**src/hdl/mic_pkg.sv**
```systemverilog
// constants for the measurement initiation control block
// Operation
// [RULE1] fail-stop on: limit failure clears continuous run; off: flag kept
// [RULE2] fail-stop acts only with limit testing on and continuous run set
// [RULE3] continuous run clear: no measurement until set or single initiate
// [RULE4] setting continuous run starts one; each completion starts next
// [RULE5] continuous start invalidates stats, zeroes count, flags no-stats bit 8
// [RULE6] auto-clear on: starts clear limit data, counts, annunciator, output
// [RULE7] auto trigger level on: auto-trigger on start and each cycle
// [RULE8] continuous run ignores block count, acts as count of one
// [RULE9] continuous pending set at first start, cleared by abort or last done
// [RULE10] abort in continuous run keeps flag; new measurement follows
// [RULE11] single in progress: continuous start -213, continuous stop -210
// [RULE12] continuous run set at power-up, cleared by command reset
// [RULE13] single starts block only with auto count, stats, normal function
// [RULE14] block start first clears statistics results and count
// [RULE15] single initiate while busy or continuous: ignored, error -213
// [RULE16] single pending set at start, cleared at completion or abort
// [RULE17] controller aborts an auto-armed totalize started by single initiate; nothing aborts it here except the abort command
// [RULE18] read is initiate plus fetch; measure adds configure; fetch repeatable
// [RULE19] unexpected parameter: command runs, command warning bit set
// [RULE20] fetch with no valid result raises error -230
// [RULE21] command reset clears fail-stop; on/off queries give ascii 0 or 1
package mic_pkg;
  localparam logic [7:0] A_CTRL = 8'h00;
  localparam logic [7:0] A_CMD = 8'h04;
  localparam logic [7:0] A_STAT = 8'h08;
  localparam logic [7:0] A_ERR = 8'h0c;
  localparam logic [7:0] A_SCNT = 8'h10;
  localparam logic [7:0] A_LCNT = 8'h14;
  localparam logic [7:0] A_BLK = 8'h18;
  localparam logic [7:0] A_QRY = 8'h1c;
  localparam int C_CONT = 0, C_FSTOP = 1, C_ABLK = 2, C_STAT = 3;
  localparam int C_LIM = 4, C_LCLR = 5, C_ATRG = 6, C_FUNC = 8;
  localparam int K_CONTON = 0, K_CONTOFF = 1, K_INIT = 2, K_ABORT = 3;
  localparam int K_READ = 4, K_MEAS = 5, K_FETCH = 6, K_XPARAM = 7, K_RST = 8;
  localparam int S_PEND = 0, S_RUN = 1, S_RVALID = 2, S_SVALID = 3;
  localparam int S_LFAIL = 4, S_LANN = 5, S_LOUT = 6, S_CWARN = 7, S_NOSTAT = 8;
  localparam logic [2:0] FUNC_TOT = 3'h1;
  localparam logic [2:0] FUNC_VMAX = 3'h2;
  localparam logic [2:0] FUNC_VPP = 3'h4;
  localparam logic [15:0] ERR_INIT_IGN = 16'hff2b;
  localparam logic [15:0] ERR_TRIG = 16'hff2e;
  localparam logic [15:0] ERR_STALE = 16'hff1a;
  localparam logic [15:0] BLK_RST = 16'h0064;
  localparam logic [7:0] CHAR_0 = 8'h30;
  localparam logic [2:0] SZ_WORD = 3'h2;
  typedef enum logic [1:0] {MIC_IDLE = 2'b01, MIC_RUN = 2'b10} mic_state_type;
endpackage

```
**src/hdl/mic_ahb_slave.sv**
```systemverilog
// ahb-lite slave front end: one wait state on reads, none on writes
`timescale 1ns/1ps
`default_nettype none
module mic_ahb_slave
  import mic_pkg::*;
(
  input wire logic clk,
  input wire logic srst,
  input wire logic hsel,
  input wire logic [31:0] haddr,
  input wire logic [1:0] htrans,
  input wire logic hwrite,
  input wire logic [2:0] hsize,
  input wire logic hready,
  input wire logic [31:0] rdData,
  output logic hreadyout,
  output logic hresp,
  output logic [31:0] hrdata,
  output logic wrEn,
  output logic rdEn,
  output logic [7:0] addr
);
  logic wr_q, wr_d, rd_q, rd_d, rdy_q, rdy_d;
  logic [7:0] addr_q, addr_d;
  logic [31:0] rdat_q, rdat_d;
  logic take;
  assign take = hsel && htrans[1] && hready;
  always_comb begin
    wr_d = take && hwrite && (hsize == SZ_WORD);
    rd_d = take && !hwrite;
    addr_d = take ? haddr[7:0] : addr_q;
    // read data must come from a flop, so stall one cycle
    rdy_d = !(take && !hwrite);
    rdat_d = (rd_q && !rdy_q) ? rdData : rdat_q;
  end
  always_ff @(posedge clk) begin
    if (srst) begin
      wr_q <= 1'b0;
      rd_q <= 1'b0;
      rdy_q <= 1'b1;
      addr_q <= '0;
      rdat_q <= '0;
    end else begin
      wr_q <= wr_d;
      rd_q <= rd_d;
      rdy_q <= rdy_d;
      addr_q <= addr_d;
      rdat_q <= rdat_d;
    end
  end
  assign hreadyout = rdy_q;
  assign hresp = 1'b0;
  assign hrdata = rdat_q;
  assign wrEn = wr_q;
  assign rdEn = rd_q && !rdy_q;
  assign addr = addr_q;
endmodule
`default_nettype wire

```
**src/hdl/mic_err_log.sv**
```systemverilog
// last error code and count, popped by a read
`timescale 1ns/1ps
`default_nettype none
module mic_err_log (
  input wire logic clk,
  input wire logic srst,
  input wire logic push,
  input wire logic [15:0] code,
  input wire logic pop,
  output logic [15:0] lastCode,
  output logic [7:0] count
);
  logic [15:0] code_q, code_d;
  logic [7:0] cnt_q, cnt_d;
  always_comb begin
    code_d = code_q;
    cnt_d = cnt_q;
    if (pop) begin
      code_d = '0;
      cnt_d = '0;
    end
    // a new error wins over the pop in the same cycle
    if (push) begin
      code_d = code;
      cnt_d = (cnt_q == 8'hff) ? cnt_q : cnt_q + 8'h01;
      if (pop) cnt_d = 8'h01;
    end
  end
  always_ff @(posedge clk) begin
    if (srst) begin
      code_q <= '0;
      cnt_q <= '0;
    end else begin
      code_q <= code_d;
      cnt_q <= cnt_d;
    end
  end
  assign lastCode = code_q;
  assign count = cnt_q;
endmodule
`default_nettype wire

```
**src/hdl/mic_top.sv**
```systemverilog
// measurement initiation control with ahb-lite registers
//
// Register access over AHB-Lite and the address map are this design's own decisions.
`timescale 1ns/1ps
`default_nettype none
module mic_top
  import mic_pkg::*;
#(
  parameter logic [15:0] BLOCK_DEFAULT = BLK_RST
) (
  input wire logic clk,
  input wire logic srst,
  input wire logic hsel,
  input wire logic [31:0] haddr,
  input wire logic [1:0] htrans,
  input wire logic hwrite,
  input wire logic [2:0] hsize,
  input wire logic [31:0] hwdata,
  input wire logic hready,
  output logic hreadyout,
  output logic hresp,
  output logic [31:0] hrdata,
  input wire logic measDone,
  input wire logic measLimitFail,
  output logic measStart,
  output logic measAbort,
  output logic autoTrigger,
  output logic configure,
  output logic fetchStrobe,
  output logic fetchNoData,
  output logic pendingOp,
  output logic limitOutLevel,
  output logic limitAnnunciator,
  output logic opNotStats,
  output logic questCmdWarn
);
  import mic_pkg::*;
  logic wrEn, rdEn, cmdWr, fetchNow, isBlock, busy, errPush, doneFail;
  logic [7:0] rAddr;
  logic [31:0] rdData;
  logic [15:0] errCode, errLast;
  logic [7:0] errCnt;
  mic_state_type state_q, state_d;
  logic contRun_q, contRun_d, failStop_q, failStop_d;
  logic autoBlk_q, autoBlk_d, statEn_q, statEn_d;
  logic limEn_q, limEn_d, limAuto_q, limAuto_d;
  logic autoTrg_q, autoTrg_d, single_q, single_d;
  logic [2:0] func_q, func_d;
  logic [15:0] blkSize_q, blkSize_d, blkLeft_q, blkLeft_d;
  logic [15:0] statCnt_q, statCnt_d, failCnt_q, failCnt_d;
  logic [15:0] passCnt_q, passCnt_d;
  logic pend_q, pend_d, rValid_q, rValid_d, sValid_q, sValid_d;
  logic noStat_q, noStat_d, cWarn_q, cWarn_d, lFail_q, lFail_d;
  logic lAnn_q, lAnn_d, lOut_q, lOut_d, fWait_q, fWait_d;
  logic start_q, start_d, abort_q, abort_d, trig_q, trig_d;
  logic cfg_q, cfg_d, fStr_q, fStr_d, fNone_q, fNone_d;

  mic_ahb_slave u_bus (
    .clk(clk),
    .srst(srst),
    .hsel(hsel),
    .haddr(haddr),
    .htrans(htrans),
    .hwrite(hwrite),
    .hsize(hsize),
    .hready(hready),
    .rdData(rdData),
    .hreadyout(hreadyout),
    .hresp(hresp),
    .hrdata(hrdata),
    .wrEn(wrEn),
    .rdEn(rdEn),
    .addr(rAddr)
  );

  mic_err_log u_err (
    .clk(clk),
    .srst(srst),
    .push(errPush),
    .code(errCode),
    .pop(rdEn && rAddr == A_ERR),
    .lastCode(errLast),
    .count(errCnt)
  );

  assign cmdWr = wrEn && rAddr == A_CMD;
  // a fail landing in the cycle of a continuous start keeps its flags: the set wins; a single initiate clears them
  assign doneFail = state_q == MIC_RUN && measDone && limEn_q && measLimitFail;
  // totalize and voltage peaks never run as a block; measure turns stats off first
  assign isBlock = autoBlk_q && statEn_q && !(cmdWr && hwdata[K_MEAS]) && func_q != FUNC_TOT &&
    !(func_q >= FUNC_VMAX && func_q <= FUNC_VPP); // RULE13

  always_comb begin
    rdData = '0;
    unique case (rAddr)
      A_CTRL: begin
        rdData[C_CONT] = contRun_q;
        rdData[C_FSTOP] = failStop_q;
        rdData[C_ABLK] = autoBlk_q;
        rdData[C_STAT] = statEn_q;
        rdData[C_LIM] = limEn_q;
        rdData[C_LCLR] = limAuto_q;
        rdData[C_ATRG] = autoTrg_q;
        rdData[C_FUNC +: 3] = func_q;
      end
      A_STAT: begin
        rdData[S_PEND] = pend_q;
        rdData[S_RUN] = state_q == MIC_RUN;
        rdData[S_RVALID] = rValid_q;
        rdData[S_SVALID] = sValid_q;
        rdData[S_LFAIL] = lFail_q;
        rdData[S_LANN] = lAnn_q;
        rdData[S_LOUT] = lOut_q;
        rdData[S_CWARN] = cWarn_q;
        rdData[S_NOSTAT] = noStat_q;
      end
      A_ERR: rdData = {8'h00, errCnt, errLast};
      A_SCNT: rdData = {16'h0000, statCnt_q};
      A_LCNT: rdData = {passCnt_q, failCnt_q};
      A_BLK: rdData = {16'h0000, blkSize_q};
      A_QRY: rdData = {16'h0000, CHAR_0 | {7'h00, failStop_q},
        CHAR_0 | {7'h00, contRun_q}}; // RULE21
      default: rdData = '0;
    endcase
  end

  always_comb begin
    state_d = state_q;
    contRun_d = contRun_q;
    failStop_d = failStop_q;
    autoBlk_d = autoBlk_q;
    statEn_d = statEn_q;
    limEn_d = limEn_q;
    limAuto_d = limAuto_q;
    autoTrg_d = autoTrg_q;
    func_d = func_q;
    single_d = single_q;
    blkSize_d = blkSize_q;
    blkLeft_d = blkLeft_q;
    statCnt_d = statCnt_q;
    failCnt_d = failCnt_q;
    passCnt_d = passCnt_q;
    pend_d = pend_q;
    rValid_d = rValid_q;
    sValid_d = sValid_q;
    noStat_d = noStat_q;
    cWarn_d = cWarn_q;
    lFail_d = lFail_q;
    lAnn_d = lAnn_q;
    lOut_d = lOut_q;
    fWait_d = fWait_q;
    start_d = 1'b0;
    abort_d = 1'b0;
    trig_d = 1'b0;
    cfg_d = 1'b0;
    fStr_d = 1'b0;
    fNone_d = fNone_q;
    fetchNow = 1'b0;
    busy = 1'b0;
    errPush = 1'b0;
    errCode = '0;
    if (wrEn && rAddr == A_CTRL) begin
      failStop_d = hwdata[C_FSTOP];
      autoBlk_d = hwdata[C_ABLK];
      statEn_d = hwdata[C_STAT];
      limEn_d = hwdata[C_LIM];
      limAuto_d = hwdata[C_LCLR];
      autoTrg_d = hwdata[C_ATRG];
      func_d = hwdata[C_FUNC +: 3];
    end
    if (wrEn && rAddr == A_BLK) begin
      blkSize_d = hwdata[15:0];
    end
    if (rdEn && rAddr == A_STAT) begin
      cWarn_d = 1'b0;
    end
    if (state_q == MIC_RUN && measDone) begin
      rValid_d = 1'b1;
      if (statEn_q) begin
        statCnt_d = statCnt_q + 16'h0001;
        sValid_d = 1'b1;
        noStat_d = 1'b0;
      end
      if (limEn_q) begin
        if (measLimitFail) begin
          failCnt_d = failCnt_q + 16'h0001;
          lFail_d = 1'b1;
          lAnn_d = 1'b1;
          lOut_d = 1'b1;
          if (failStop_q && contRun_q && !single_q) begin
            contRun_d = 1'b0; // RULE1 RULE2
          end
        end else begin
          passCnt_d = passCnt_q + 16'h0001;
        end
      end
      if (single_q && blkLeft_q > 16'h0001) begin
        blkLeft_d = blkLeft_q - 16'h0001;
        start_d = 1'b1;
      end else if (!single_q && contRun_d) begin
        start_d = 1'b1; // RULE4 RULE8
        trig_d = autoTrg_q; // RULE7
        // a fetch held during continuous run is answered by this result
        fetchNow = fWait_q;
        fWait_d = 1'b0;
      end else begin
        state_d = MIC_IDLE;
        pend_d = 1'b0; // RULE9 RULE16
        fetchNow = fWait_q;
        fWait_d = 1'b0;
      end
    end
    if (cmdWr) begin
      if (hwdata[K_XPARAM]) begin
        cWarn_d = 1'b1; // RULE19
      end
      if (hwdata[K_RST]) begin
        contRun_d = 1'b0; // RULE12
        failStop_d = 1'b0; // RULE21
        autoBlk_d = 1'b0;
        statEn_d = 1'b0;
        limEn_d = 1'b0;
        limAuto_d = 1'b0;
        autoTrg_d = 1'b0;
      end else begin
        if (hwdata[K_ABORT] && state_q == MIC_RUN) begin
          // abort never touches the continuous flag
          abort_d = 1'b1; // RULE10
          start_d = 1'b0;
          trig_d = 1'b0;
          state_d = MIC_IDLE;
          pend_d = 1'b0; // RULE9 RULE16
          fWait_d = 1'b0;
        end
        busy = state_d == MIC_RUN;
        if (hwdata[K_MEAS]) begin
          cfg_d = 1'b1; // RULE18
          statEn_d = 1'b0;
          limEn_d = 1'b0;
        end
        if (hwdata[K_CONTON]) begin
          if (busy && single_q) begin
            errPush = 1'b1; // RULE11
            errCode = ERR_INIT_IGN;
          end else begin
            contRun_d = 1'b1;
            sValid_d = 1'b0; // RULE5
            statCnt_d = '0;
            noStat_d = 1'b1;
            trig_d = autoTrg_q; // RULE7
            if (limAuto_q) begin
              lFail_d = doneFail; // RULE6
              failCnt_d = '0;
              passCnt_d = '0;
              lAnn_d = doneFail;
              lOut_d = doneFail;
            end
          end
        end
        if (hwdata[K_CONTOFF]) begin
          if (busy && single_q) begin
            errPush = 1'b1; // RULE11
            errCode = ERR_TRIG;
          end else begin
            contRun_d = 1'b0;
          end
        end
        if (hwdata[K_INIT] || hwdata[K_READ] || hwdata[K_MEAS]) begin
          if (busy || contRun_d) begin
            errPush = 1'b1; // RULE15
            errCode = ERR_INIT_IGN;
            fetchNow = hwdata[K_READ] || hwdata[K_MEAS];
          end else begin
            state_d = MIC_RUN;
            single_d = 1'b1;
            pend_d = 1'b1; // RULE16
            start_d = 1'b1; // RULE3
            trig_d = autoTrg_q; // RULE7
            rValid_d = 1'b0;
            blkLeft_d = isBlock ? blkSize_q : 16'h0001; // RULE13
            fWait_d = hwdata[K_READ] || hwdata[K_MEAS]; // RULE18
            if (isBlock) begin
              sValid_d = 1'b0; // RULE14
              statCnt_d = '0;
            end
            if (limAuto_q) begin
              lFail_d = 1'b0; // RULE6
              failCnt_d = '0;
              passCnt_d = '0;
              lAnn_d = 1'b0;
              lOut_d = 1'b0;
            end
          end
        end
        if (hwdata[K_FETCH]) begin
          if (state_d == MIC_RUN) begin
            fWait_d = 1'b1;
          end else begin
            fetchNow = 1'b1;
          end
        end
      end
    end
    if (state_d == MIC_IDLE && contRun_d && !(cmdWr && hwdata[K_ABORT])) begin
      // idle with the flag set means the next cycle must start
      state_d = MIC_RUN;
      single_d = 1'b0;
      pend_d = 1'b1; // RULE9
      start_d = 1'b1; // RULE4
      trig_d = autoTrg_q; // RULE7
    end
    if (fetchNow) begin
      // fetch never consumes the result, so it may repeat
      fStr_d = 1'b1; // RULE18
      fNone_d = !rValid_d;
      if (!rValid_d) begin
        errPush = 1'b1; // RULE20
        errCode = ERR_STALE;
      end
    end
  end

  always_ff @(posedge clk) begin
    if (srst) begin
      state_q <= MIC_IDLE;
      contRun_q <= 1'b1; // RULE12
      failStop_q <= 1'b0;
      autoBlk_q <= 1'b0;
      statEn_q <= 1'b0;
      limEn_q <= 1'b0;
      limAuto_q <= 1'b0;
      autoTrg_q <= 1'b0;
      func_q <= '0;
      single_q <= 1'b0;
      blkSize_q <= BLOCK_DEFAULT;
      blkLeft_q <= '0;
      statCnt_q <= '0;
      failCnt_q <= '0;
      passCnt_q <= '0;
      pend_q <= 1'b0;
      rValid_q <= 1'b0;
      sValid_q <= 1'b0;
      noStat_q <= 1'b1;
      cWarn_q <= 1'b0;
      lFail_q <= 1'b0;
      lAnn_q <= 1'b0;
      lOut_q <= 1'b0;
      fWait_q <= 1'b0;
      start_q <= 1'b0;
      abort_q <= 1'b0;
      trig_q <= 1'b0;
      cfg_q <= 1'b0;
      fStr_q <= 1'b0;
      fNone_q <= 1'b0;
    end else begin
      state_q <= state_d;
      contRun_q <= contRun_d;
      failStop_q <= failStop_d;
      autoBlk_q <= autoBlk_d;
      statEn_q <= statEn_d;
      limEn_q <= limEn_d;
      limAuto_q <= limAuto_d;
      autoTrg_q <= autoTrg_d;
      func_q <= func_d;
      single_q <= single_d;
      blkSize_q <= blkSize_d;
      blkLeft_q <= blkLeft_d;
      statCnt_q <= statCnt_d;
      failCnt_q <= failCnt_d;
      passCnt_q <= passCnt_d;
      pend_q <= pend_d;
      rValid_q <= rValid_d;
      sValid_q <= sValid_d;
      noStat_q <= noStat_d;
      cWarn_q <= cWarn_d;
      lFail_q <= lFail_d;
      lAnn_q <= lAnn_d;
      lOut_q <= lOut_d;
      fWait_q <= fWait_d;
      start_q <= start_d;
      abort_q <= abort_d;
      trig_q <= trig_d;
      cfg_q <= cfg_d;
      fStr_q <= fStr_d;
      fNone_q <= fNone_d;
    end
  end

  assign measStart = start_q;
  assign measAbort = abort_q;
  assign autoTrigger = trig_q;
  assign configure = cfg_q;
  assign fetchStrobe = fStr_q;
  assign fetchNoData = fNone_q;
  assign pendingOp = pend_q;
  assign limitOutLevel = lOut_q;
  assign limitAnnunciator = lAnn_q;
  assign opNotStats = noStat_q;
  assign questCmdWarn = cWarn_q;

  logic runFail;
  assign runFail = state_q == MIC_RUN && !single_q && measDone && !cmdWr;
endmodule
`default_nettype wire

```
**config.mk**
```make
export PLATFORM = sky130hd
export DESIGN_NAME = mic_top
export DESIGN_NICKNAME = d
export VERILOG_FILES = /design/src/hdl/mic_pkg.sv /design/src/hdl/mic_ahb_slave.sv /design/src/hdl/mic_err_log.sv /design/src/hdl/mic_top.sv
export SDC_FILE = /design/constraint.sdc
export NUM_CORES = 1
export LEC_CHECK = 0
export BUFFER_PORTS_ARGS = -buffer_cell sky130_fd_sc_hd__buf_4
export CORE_UTILIZATION = 40
export CTS_CLUSTER_DIAMETER = 100
export DETAILED_ROUTE_END_ITERATION = 16
export GPL_ROUTABILITY_DRIVEN = 1
export PLACE_DENSITY = 0.66
export SYNTH_ARGS = -nofsm -noshare
export SYNTH_HDL_FRONTEND = slang
export SYNTH_SLANG_ARGS = --single-unit
```
**constraint.sdc**
```tcl
create_clock -name clk -period 2.6 [get_ports clk]
set_input_delay 0.26 -clock clk [delete_from_list [all_inputs] [get_ports clk]]
set_output_delay 0.26 -clock clk [all_outputs]
set_load 0.02 [all_outputs]
```
[After elaboration in Yosys (flattened, before gate mapping)]
Cells that the tools add are included.
Storage, ports and cells
  register bits after elaboration: 175
  latch bits: 0
  bits in writable memories: 0
  ROM bits: 0
  input port bits: 76
  output and inout bits: 45
  memories kept: 0
Cells by class
  add/sub/neg operators: 5
  $mul: 0
  div/mod/pow operators: 0
  order comparisons: 3
  eq/ne operators: 15
  shift operators: 0
  multiplexer cells: 220
  bitwise logic cells: 3
  reduce and logical (&&, ||, !) cells: 47
Operators with widths (number)
  16-bit 2-to-1 mux: 50
  1-bit 2-to-1 mux: 148
  21-bit one-hot mux with 5 select lines: 1
  7-bit one-hot mux with 7 select lines: 1
  16-bit by 1-bit adder with 16-bit output (second input constant): 3
  8-bit by 5-bit equality test with 1-bit output (second input constant): 4
  8-bit 2-to-1 mux: 4
  1-bit logical AND: 29
  2-bit 2-to-1 mux: 13
  8-bit by 4-bit equality test with 1-bit output (second input constant): 2
  16-bit by 1-bit > comparator with 1-bit output (second input constant): 1
  16-bit by 1-bit subtractor with 16-bit output (second input constant): 1
  2-bit one-hot mux with 5 select lines: 1
  8-bit by 1-bit adder with 8-bit output (second input constant): 1
  8-bit by 3-bit equality test with 1-bit output (second input constant): 1
  8-bit equality test (second input constant): 1
  1-bit zero test: 8
  8-bit zero test: 1
  1-bit one-hot mux with 7 select lines: 1
  2-bit equality test (second input constant): 3
  1-bit one-hot mux with 5 select lines: 1
  1-bit logical OR: 4
  4-bit AND reduction: 1
  3-bit by 2-bit equality test with 1-bit output (second input constant): 1
  10 further kinds: 12

[Logic depth before layout (Yosys ltp)]
Gate-level depths: netlist of run 1.
  word-level depth: 34
  depth in mapped cells: 10

[Hierarchy]
Synthesis of run 1 repeated with hierarchy kept, for this count alone.
Second synthesis, totals
  cell total of the unflattened synthesis: 1006
  area total of the unflattened synthesis: 8445.6 sq um
Modules (own cells, without submodules)
  mic_top: times used 1, cells each 696, area an instance 5666.7 sq um, sequential area each 2162.1 sq um
  mic_ahb_slave: times used 1, cells each 186, area an instance 1697.9 sq um, sequential area each 860.8 sq um
  mic_err_log: times used 1, cells each 124, area an instance 1081.0 sq um, sequential area each 480.5 sq um

[Worst setup path before layout of run 1]
Ideal clock, no wire load.
  kind: register to register
  from: register u_bus.addr_q[4], in the netlist u_bus.addr[4]
  to: register u_err.cnt_q[0], in the netlist u_err.count[0]
  setup time: 122 ps
  data arrival time: 2537 ps
  data required time: 2478 ps
  path slack: -59 ps
  cell stages (with the launch flop): 11
  cells stage by stage: dfxtp_1 > or4_1 > buf_2 > or4_4 > buf_6 > a211oi_4 > o211ai_1 > a32oi_2 > buf_6 > a31oi_4 > mux2i_1
On the way
  word-level cells in the longest chain between the ends: 7
  elaborated cells on any way between the ends: 14
RTL lines
  start: declaration: RTL line mic_ahb_slave.sv:24  | logic [7:0] addr_q, addr_d;
  start signal: assignment: RTL line mic_ahb_slave.sv:47  | addr_q <= addr_d;
  8-bit by 3-bit equality test with 1-bit output: RTL line mic_top.sv:86  | assign cmdWr = wrEn && rAddr == A_CMD;
  1-bit logical AND: RTL line mic_top.sv:86
  1-bit 2-to-1 mux: RTL line mic_top.sv:213  | if (cmdWr) begin
  1-bit 2-to-1 mux: RTL line mic_top.sv:316  | if (!rValid_d) begin
  1-bit 2-to-1 mux: RTL line mic_top.sv:312  | if (fetchNow) begin
  2-bit nonzero test (no line)
  2-bit AND reduction (no line)
  end signal: assignment: RTL line mic_err_log.sv:35  | cnt_q <= cnt_d;
  end: declaration: RTL line mic_err_log.sv:14  | logic [7:0] cnt_q, cnt_d;
Parallel ways exist; a longest one is shown, timed or not.
A chain may end at the register's enable or synchronous reset.

[Worst setup path in the final report of run 1]
Ends and elaborated chain as after synthesis.

==> results of run 1 <==
## sequential cells by signal, indices dropped and copies added, names as in the netlist, 2 cells and up
| name | flops |
|---|---|
| failCnt_q | 16 |
| state_q | 2 |
| u_bus.addr | 8 |
| blkLeft_q | 16 |
| blkSize_q | 16 |
| u_err.count | 8 |
| u_bus.hrdata | 32 |
| statCnt_q | 16 |
| passCnt_q | 16 |
| func_q | 3 |
| u_err.lastCode | 5 |
## how the worst min path moves through the flow
stage,end,slack (ns),cells past startpoint
2_1_floorplan,u_bus.rd_q$_SDFF_PP0_,0.35,1
3_3_place_gp,u_bus.hrdata[24]$_SDFFE_PP0P_,0.44,2
3_5_place_dp,u_bus.hrdata[30]$_SDFFE_PP0P_,0.45,2
4_1_cts,u_bus.wrEn$_SDFF_PP0_,0.06,3
5_1_grt,u_bus.addr[2]$_SDFFE_PP0P_,0.08,3
6_report,blkSize_q[12]$_SDFFE_PP0P_,0.07,3
## cell usage after synthesis (12+ instances only)
library cell / instances / area (um2)
dfxtp_1: 164 / 3280
nand2_1: 126 / 473
nor2_1: 108 / 405
a21oi_1: 70 / 350
nand3_1: 63 / 315
clkbuf_1: 49 / 184
a22oi_1: 34 / 255
xor2_1: 31 / 272
nor3_1: 30 / 150
xnor2_1: 29 / 254
a211oi_1: 17 / 128
o21ai_0: 17 / 85.1
nand4_1: 15 / 93.8
a31oi_1: 12 / 75.1
## power breakdown
group | switching, mW | total (mW) | internal (mW) | leakage (nW)
clock network | 1.18 | 2.58 | 1.40 | 0.292
registers | 0.0186 | 2.54 | 2.53 | 1.32
logic | 0.191 | 0.342 | 0.151 | 2.09
## timing repair
| action | 4_1_cts | 5_1_grt |
|---|---|---|
| endpoints found under the setup margin | 7 | 81 |
| setup buffers | 1 | 2 |
| hold buffers | 1 | 0 |
| pin swaps | 1 | 6 |
| resized for setup | 6 | 22 |
| gates cloned | 0 | 1 |
| endpoints found under the hold margin | 1 | 0 |
## layout by cell type (no fill, tap or decap), drive strengths merged, types with 13 or more instances in the layout
cell type,instances
nand4,15
a21oi,70
xor2,31
clkbuf,19
nand2,126
o21ai,17
xnor2,29
nand3,63
buf,167
nor2,108
a22oi,34
nor3,30
inv,17
a211oi,18
a31oi,13
dfxtp,164
## cell families after synthesis
kind of cell | after synthesis | synth area share, %
simple gates | 415 | 25.6
fa+ha+maj | 6 | 0.978
xor+xnor | 60 | 6.85
flops | 164 | 42.8
buf+inv | 67 | 3.62
compound gates | 209 | 18.8
mux | 10 | 1.30
other cells | 1 | 0.0489
## layer usage
layer / up-vias / global-route usage [%] / share of wire (%)
li1: 3608 / - / -
met1: 3452 / 32.7 / 46
met2: 263 / 36.6 / 45
met3: 40 / 4.10 / 7.3
met4: 0 / 7.95 / 2.3
met5: - / 0 / 0
## through the flow
stage	setup TNS, ns	instances
6_report	-0.298	1310
5_1_grt	-0.979	1310
4_1_cts	-0.0175	1307
3_5_place_dp	-0.194	1273
3_3_place_gp	-0.0883	1273
2_1_floorplan	-0.267	932
## worst min-delay path: cells and delay by family
kind,cells,cell delay [ns]
simple gates,1,0.05
compound gates,1,0.05
buf+inv,1,0.11
## layout make-up
type | instances | share of cell area, %
flip-flops and latches | 164 | 33.6
repair buffers | 169 | 13.6
clock inverters | 14 | 1.69
well taps | 234 | 2.99
multi-input cells | 701 | 43.3
clock buffers | 18 | 4.48
inverters | 10 | 0.383
==> flow_metrics.py, run 1 <==
metrics = {
    "run_status": {
        "violations": "negative setup slack",
        "status": "finished, violations left",
    },
    "worst_setup_path": {
        "path_buf_inv": 1,
        "reg2reg_to": "u_err.count[0]$_SDFFE_PP0P_",
        "crit_slowest_cell": "or4_4",
        "crit_type": "reg2reg",
        "cp-endpoint": "u_err.count[0]$_SDFFE_PP0P_",
        "crit_chain": "or4_4 -> or4_4 -> a211oi_4 -> o211ai_1 -> a32oi_2 -> buf_12 -> a31oi_4 -> mux2i_1",
        "r2r_setup_slack_ns": -0.05,
        "crit_top_cell": "or4_4",
        "path_depth": 8,
        "r2r-start": "u_bus.addr[4]$_SDFFE_PP0P_",
        "crit_path_end_kind": "register",
        "startpoint": "u_bus.addr[4]$_SDFFE_PP0P_",
        "critPathMaxFanout": 15,
        "critPathLaunchType": "register",
        "worstPathArrival_ns": 2.97,
        "crit_path_max_incr_delay_ns": 0.58,
        "rr_worst_depth": 8,
        "critPathTopFamily": "simple AND/OR/NAND/NOR gates",
        "required_ns": 2.92,
    },
    "timing": {
        "rsz0062_at_grt": "true",
        "max_slew_margin_pct": 36.8,
        "slew_viol_final": 0,
        "setup_ws_ns": -0.0493,
        "clock_skew_ns": 0.00786,
        "hold_viol_final": 0,
        "tightest_slew_ns": 0.948,
        "fin_crit_sh_pct": 102,
        "worst_hold_slack_ns": 0.0709,
        "fmax_ghz": 0.377,
        "setup-violations-final": 9,
        "layout_min_cycle_time_ns": 2.65,
    },
    "place": {
        "place_ws_ns": -0.0582,
        "portBuffers": 78,
        "dp_hpwl_mm": 16.2,
        "post_dp_cell_area_um2": 9000,
        "place_congestion": 0.920,
    },
    "cells_and_area": {
        "final_nets": 1145,
        "area_growth_pct": 27.6,
        "register_area_um2": 3290,
        "multiInputGateArea_um2": 4240,
        "num-fill-cells": 1804,
        "final_util_pct": 52.2,
        "drive_above_1_share_pct": 22.0,
        "design_area_um2": 9790,
        "n_antenna_cell": 0,
    },
    "route": {
        "vias_per_cell": 5.62,
        "vias": 7363,
        "drt_iter0_drc": 654,
        "post_drt_wl_per_cell_um": 17.4,
        "dr.pass1.iters": 8,
        "wirelength_mm": 22.8,
        "drc": 0,
        "ant_nets": 0,
    },
    "job": {
        "max-cap-violations": 0,
    },
    "grt": {
        "grt_pass1_wl_mm": 36.2,
        "track_usage_pct": 23.4,
        "grt_max_degree": 90,
        "overflow": 0,
        "grt_pass1_vias": 6824,
        "antenna_found_initial": 0,
    },
    "die": {
        "io_pins": 121,
        "core_area_um2": 18800,
        "start_util_pct": 40.9,
        "die_area_um2": 19700,
        "rows": 50,
        "die_w_um": 141,
        "die_h_um": 141,
    },
    "power_and_ir_drop": {
        "p_total_mw": 5.46,
        "power_density_nw_per_um2": 558,
        "p_leak_nw": 3.70,
        "ir_worst_vdd_mv": 0.440,
    },
    "clock_network": {
        "cts_tree": "built",
        "h-tree-depth": 4,
        "clk_pin_slew_ns": 0.07,
        "numClockSinks": 164,
        "root_buffer": "clkbuf_16",
        "clkLatencyLatePin_ns": 0.44,
        "numCtsBuffers": 17,
        "clk_path_buf_depth": 2,
    },
    "logic_synthesis": {
        "yosysSeqAreaShare_pct": 42.8,
        "synth_edf_count": 0,
        "syn_area_per_cell_um2": 8.23,
        "synth.distinct_cells": 66,
        "synth.net_count": 1014,
        "yosysWarnings": 0,
        "syn_inst": 932,
        "ys.flop_type": "dfxtp_1",
        "syn_area_um2": 7670,
        "ys_async_sr_fraction_pct": 0,
        "ys_ff_latch": 164,
    },
    "min_path": {
        "hp-class": "in2reg",
        "hold_start": "hwdata[12]",
    },
}
(Power assumes the default switching activity.)
==> run 2, diff against run 1 <==
Settings changed: PLACE_DENSITY 0.66 to 0.64.
Clock period 2.6 ns to 2.5 ns, I/O delays scaled along.
==> run 2 against run 1 <==
  * The flow still finishes with violations (negative setup slack)
  * Sequential share of layout area decreased by 1.3 points
  * First-iteration DRC count decreased by 7.3%
  * Via count increased by 1.9%
  * Clock power increased by 12%
  * Design area increased by 3.9%
  * Non-clock buffer count increased by 32
==> flow_metrics.py, run 2 (synthesis gave the netlist of run 1 again) <==
metrics = {
    "route": {
        "wirelength_mm": 23.8,
        "drt_iter0_drc": 606,
        "drc": 0,
        "vias": 7502,
        "ant_nets": 0,
        "vias_per_cell": 5.59,
        "post_drt_wl_per_cell_um": 17.8,
        "dr.pass1.iters": 5,
    },
    "worst_setup_path": {
        "worstPathArrival_ns": 3.06,
        "startpoint": "u_bus.addr[4]$_SDFFE_PP0P_",
        "r2r-start": "u_bus.addr[4]$_SDFFE_PP0P_",
        "critPathLaunchType": "register",
        "critPathMaxFanout": 7,
        "crit_type": "reg2reg",
        "required_ns": 2.81,
        "crit_path_end_kind": "register",
        "rr_worst_depth": 10,
    },
    "timing": {
        "setup_ws_ns": -0.251,
        "clock_skew_ns": 0.0115,
        "hold_viol_final": 0,
        "slew_viol_final": 0,
        "fin_tns_setup_ns": -1.96,
        "max_slew_margin_pct": 47.0,
        "tightest_slew_ns": 0.795,
        "setup-violations-final": 10,
        "rsz0062_at_grt": "true",
        "fin_crit_sh_pct": 110,
        "fmax_ghz": 0.363,
        "layout_min_cycle_time_ns": 2.75,
    },
    "place": {
        "placedCellCount": 1300,
        "portBuffers": 78,
        "place_congestion": 0.889,
        "dp_hpwl_mm": 17.0,
    },
    "run_status": {
        "status": "finished, violations left",
        "violations": "negative setup slack",
    },
    "grt": {
        "grt_pass1_wl_mm": 37.4,
        "track_usage_pct": 24.3,
        "grt_max_degree": 70,
        "grt_pass1_vias": 6991,
        "antenna_found_initial": 0,
        "overflow": 0,
    },
    "power_and_ir_drop": {
        "p_switching_mw": 1.40,
        "pwr-share-seq_pct": 44.8,
        "power_density_nw_per_um2": 581,
        "switching_share_pct": 23.8,
        "p_leak_nw": 3.92,
        "p_clk_share_pct": 48.8,
        "intPower_mw": 4.50,
        "ir_worst_vdd_mv": 0.526,
        "combPwrFrac_pct": 6.4,
    },
    "die": {
        "die_w_um": 141,
        "die_h_um": 141,
        "core_area_um2": 18800,
        "start_util_pct": 40.9,
        "io_pins": 121,
        "die_area_um2": 19700,
        "rows": 50,
    },
    "clock_network": {
        "clk_pin_slew_ns": 0.07,
        "cts_tree": "built",
        "clkLatencyLatePin_ns": 0.43,
        "numCtsBuffers": 17,
        "clk_path_buf_depth": 2,
        "root_buffer": "clkbuf_16",
        "h-tree-depth": 4,
        "numClockSinks": 164,
        "hold_buffers": 0,
    },
    "min_path": {
        "hold-path-cell-count": 2,
        "hp-class": "in2reg",
        "hold_start": "hwrite",
    },
    "cells_and_area": {
        "final_util_pct": 54.2,
        "final_common_cell": "buf_4",
        "largest_reg_flops": 32,
        "layout_common_cells": "buf_4 (191), dfxtp_1 (163), nand2_1 (124), nor2_1 (104), a21oi_1 (67)",
        "area_growth_pct": 32.5,
        "drive_above_1_share_pct": 25.0,
        "final_cells": 1343,
        "final_nets": 1178,
        "n_antenna_cell": 0,
    },
    "job": {
        "max-cap-violations": 0,
    },
}
run 2: cell types whose count changed in the layout (fill, tap and decap cells not counted), moves of 2 or more:
cell,previous run,this run
buf_4,162,191
inv_6,2,6
nor3_1,29,25
nor3_2,1,5
a21oi_1,70,67
a21oi_2,0,3
bufinv_16,1,4
inv_8,5,2
a32oi_4,0,2
buf_6,2,4
clkinv_8,2,0
dfxtp_1,161,163
dfxtp_2,3,1
run 2: metrics by stage:
| stage | hold WS (ns) | power [mW] | worst slack, ns | cell area (um2) |
|---|---|---|---|---|
| after floorplan | 0.338 | 2.86 | -0.151 | 7680 |
| after global placement | 0.442 | 3.05 | -0.359 | 9210 |
| after detailed placement | 0.446 | 3.05 | -0.383 | 9210 |
| after CTS | 0.0120 | 5.93 | -0.190 | 9980 |
| after global routing | 0.0117 | 6.08 | -0.345 | 10200 |
| final | 0.0222 | 5.91 | -0.251 | 10200 |
run 2: critical path, cell delays in order (launching register included):
cell      delay, ns
dfxtp_2        0.32
or4_4          0.53
or4_4          0.54
a211oi_4       0.26
o211ai_1       0.14
buf_4          0.19
a32oi_4        0.24
buf_12         0.15
buf_6          0.09
a31oi_4        0.03
mux2i_1        0.14
run 2: power by group through the flow:
stage / clock (mW) / combinational [mW] / sequential (mW)
floorplan: 0 / 0.162 / 2.70
detailed placement: 0 / 0.344 / 2.71
CTS: 2.92 / 0.364 / 2.65
finish: 2.88 / 0.379 / 2.65
global placement: 0 / 0.344 / 2.71
global route: 3.03 / 0.403 / 2.65
run 2: what timing repair did:
item	4_1_cts	5_1_grt
buffers inserted	8	1
gates cloned	1	1
pin swaps	11	15
setup endpoints to repair	78	73
gates resized for setup	11	31
run 2: cell type report:
| cell class | instances | area [um2] |
|---|---|---|
| fillers | 1735 | 8600 |
| multi-input cells | 702 | 4320 |
| flip-flops and latches | 164 | 3280 |
| repair buffers | 201 | 1600 |
| clock buffers | 18 | 429 |
| well taps | 234 | 293 |
| clock inverters | 14 | 211 |
| inverters | 10 | 37.5 |
run 2: path summary, 6_finish.rpt:
kind	endpoint	slack (ns)
setup reg to reg	u_err.count[0]$_SDFFE_PP0P_	-0.25
hold reg to reg	u_bus.hrdata[24]$_SDFFE_PP0P_	0.45
setup / recovery	u_err.count[0]$_SDFFE_PP0P_	-0.25
hold / removal	u_bus.rd_q$_SDFF_PP0_	0.02
run 2: metal layers:
layer | vias to the layer above | track usage, % | routed length, um
li1 | 3682 | - | -
met1 | 3547 | 33.9 | 11100
met2 | 245 | 37.2 | 10700
met3 | 28 | 4.75 | 1530
met4 | 0 | 8.47 | 513
met5 | - | 0 | 0
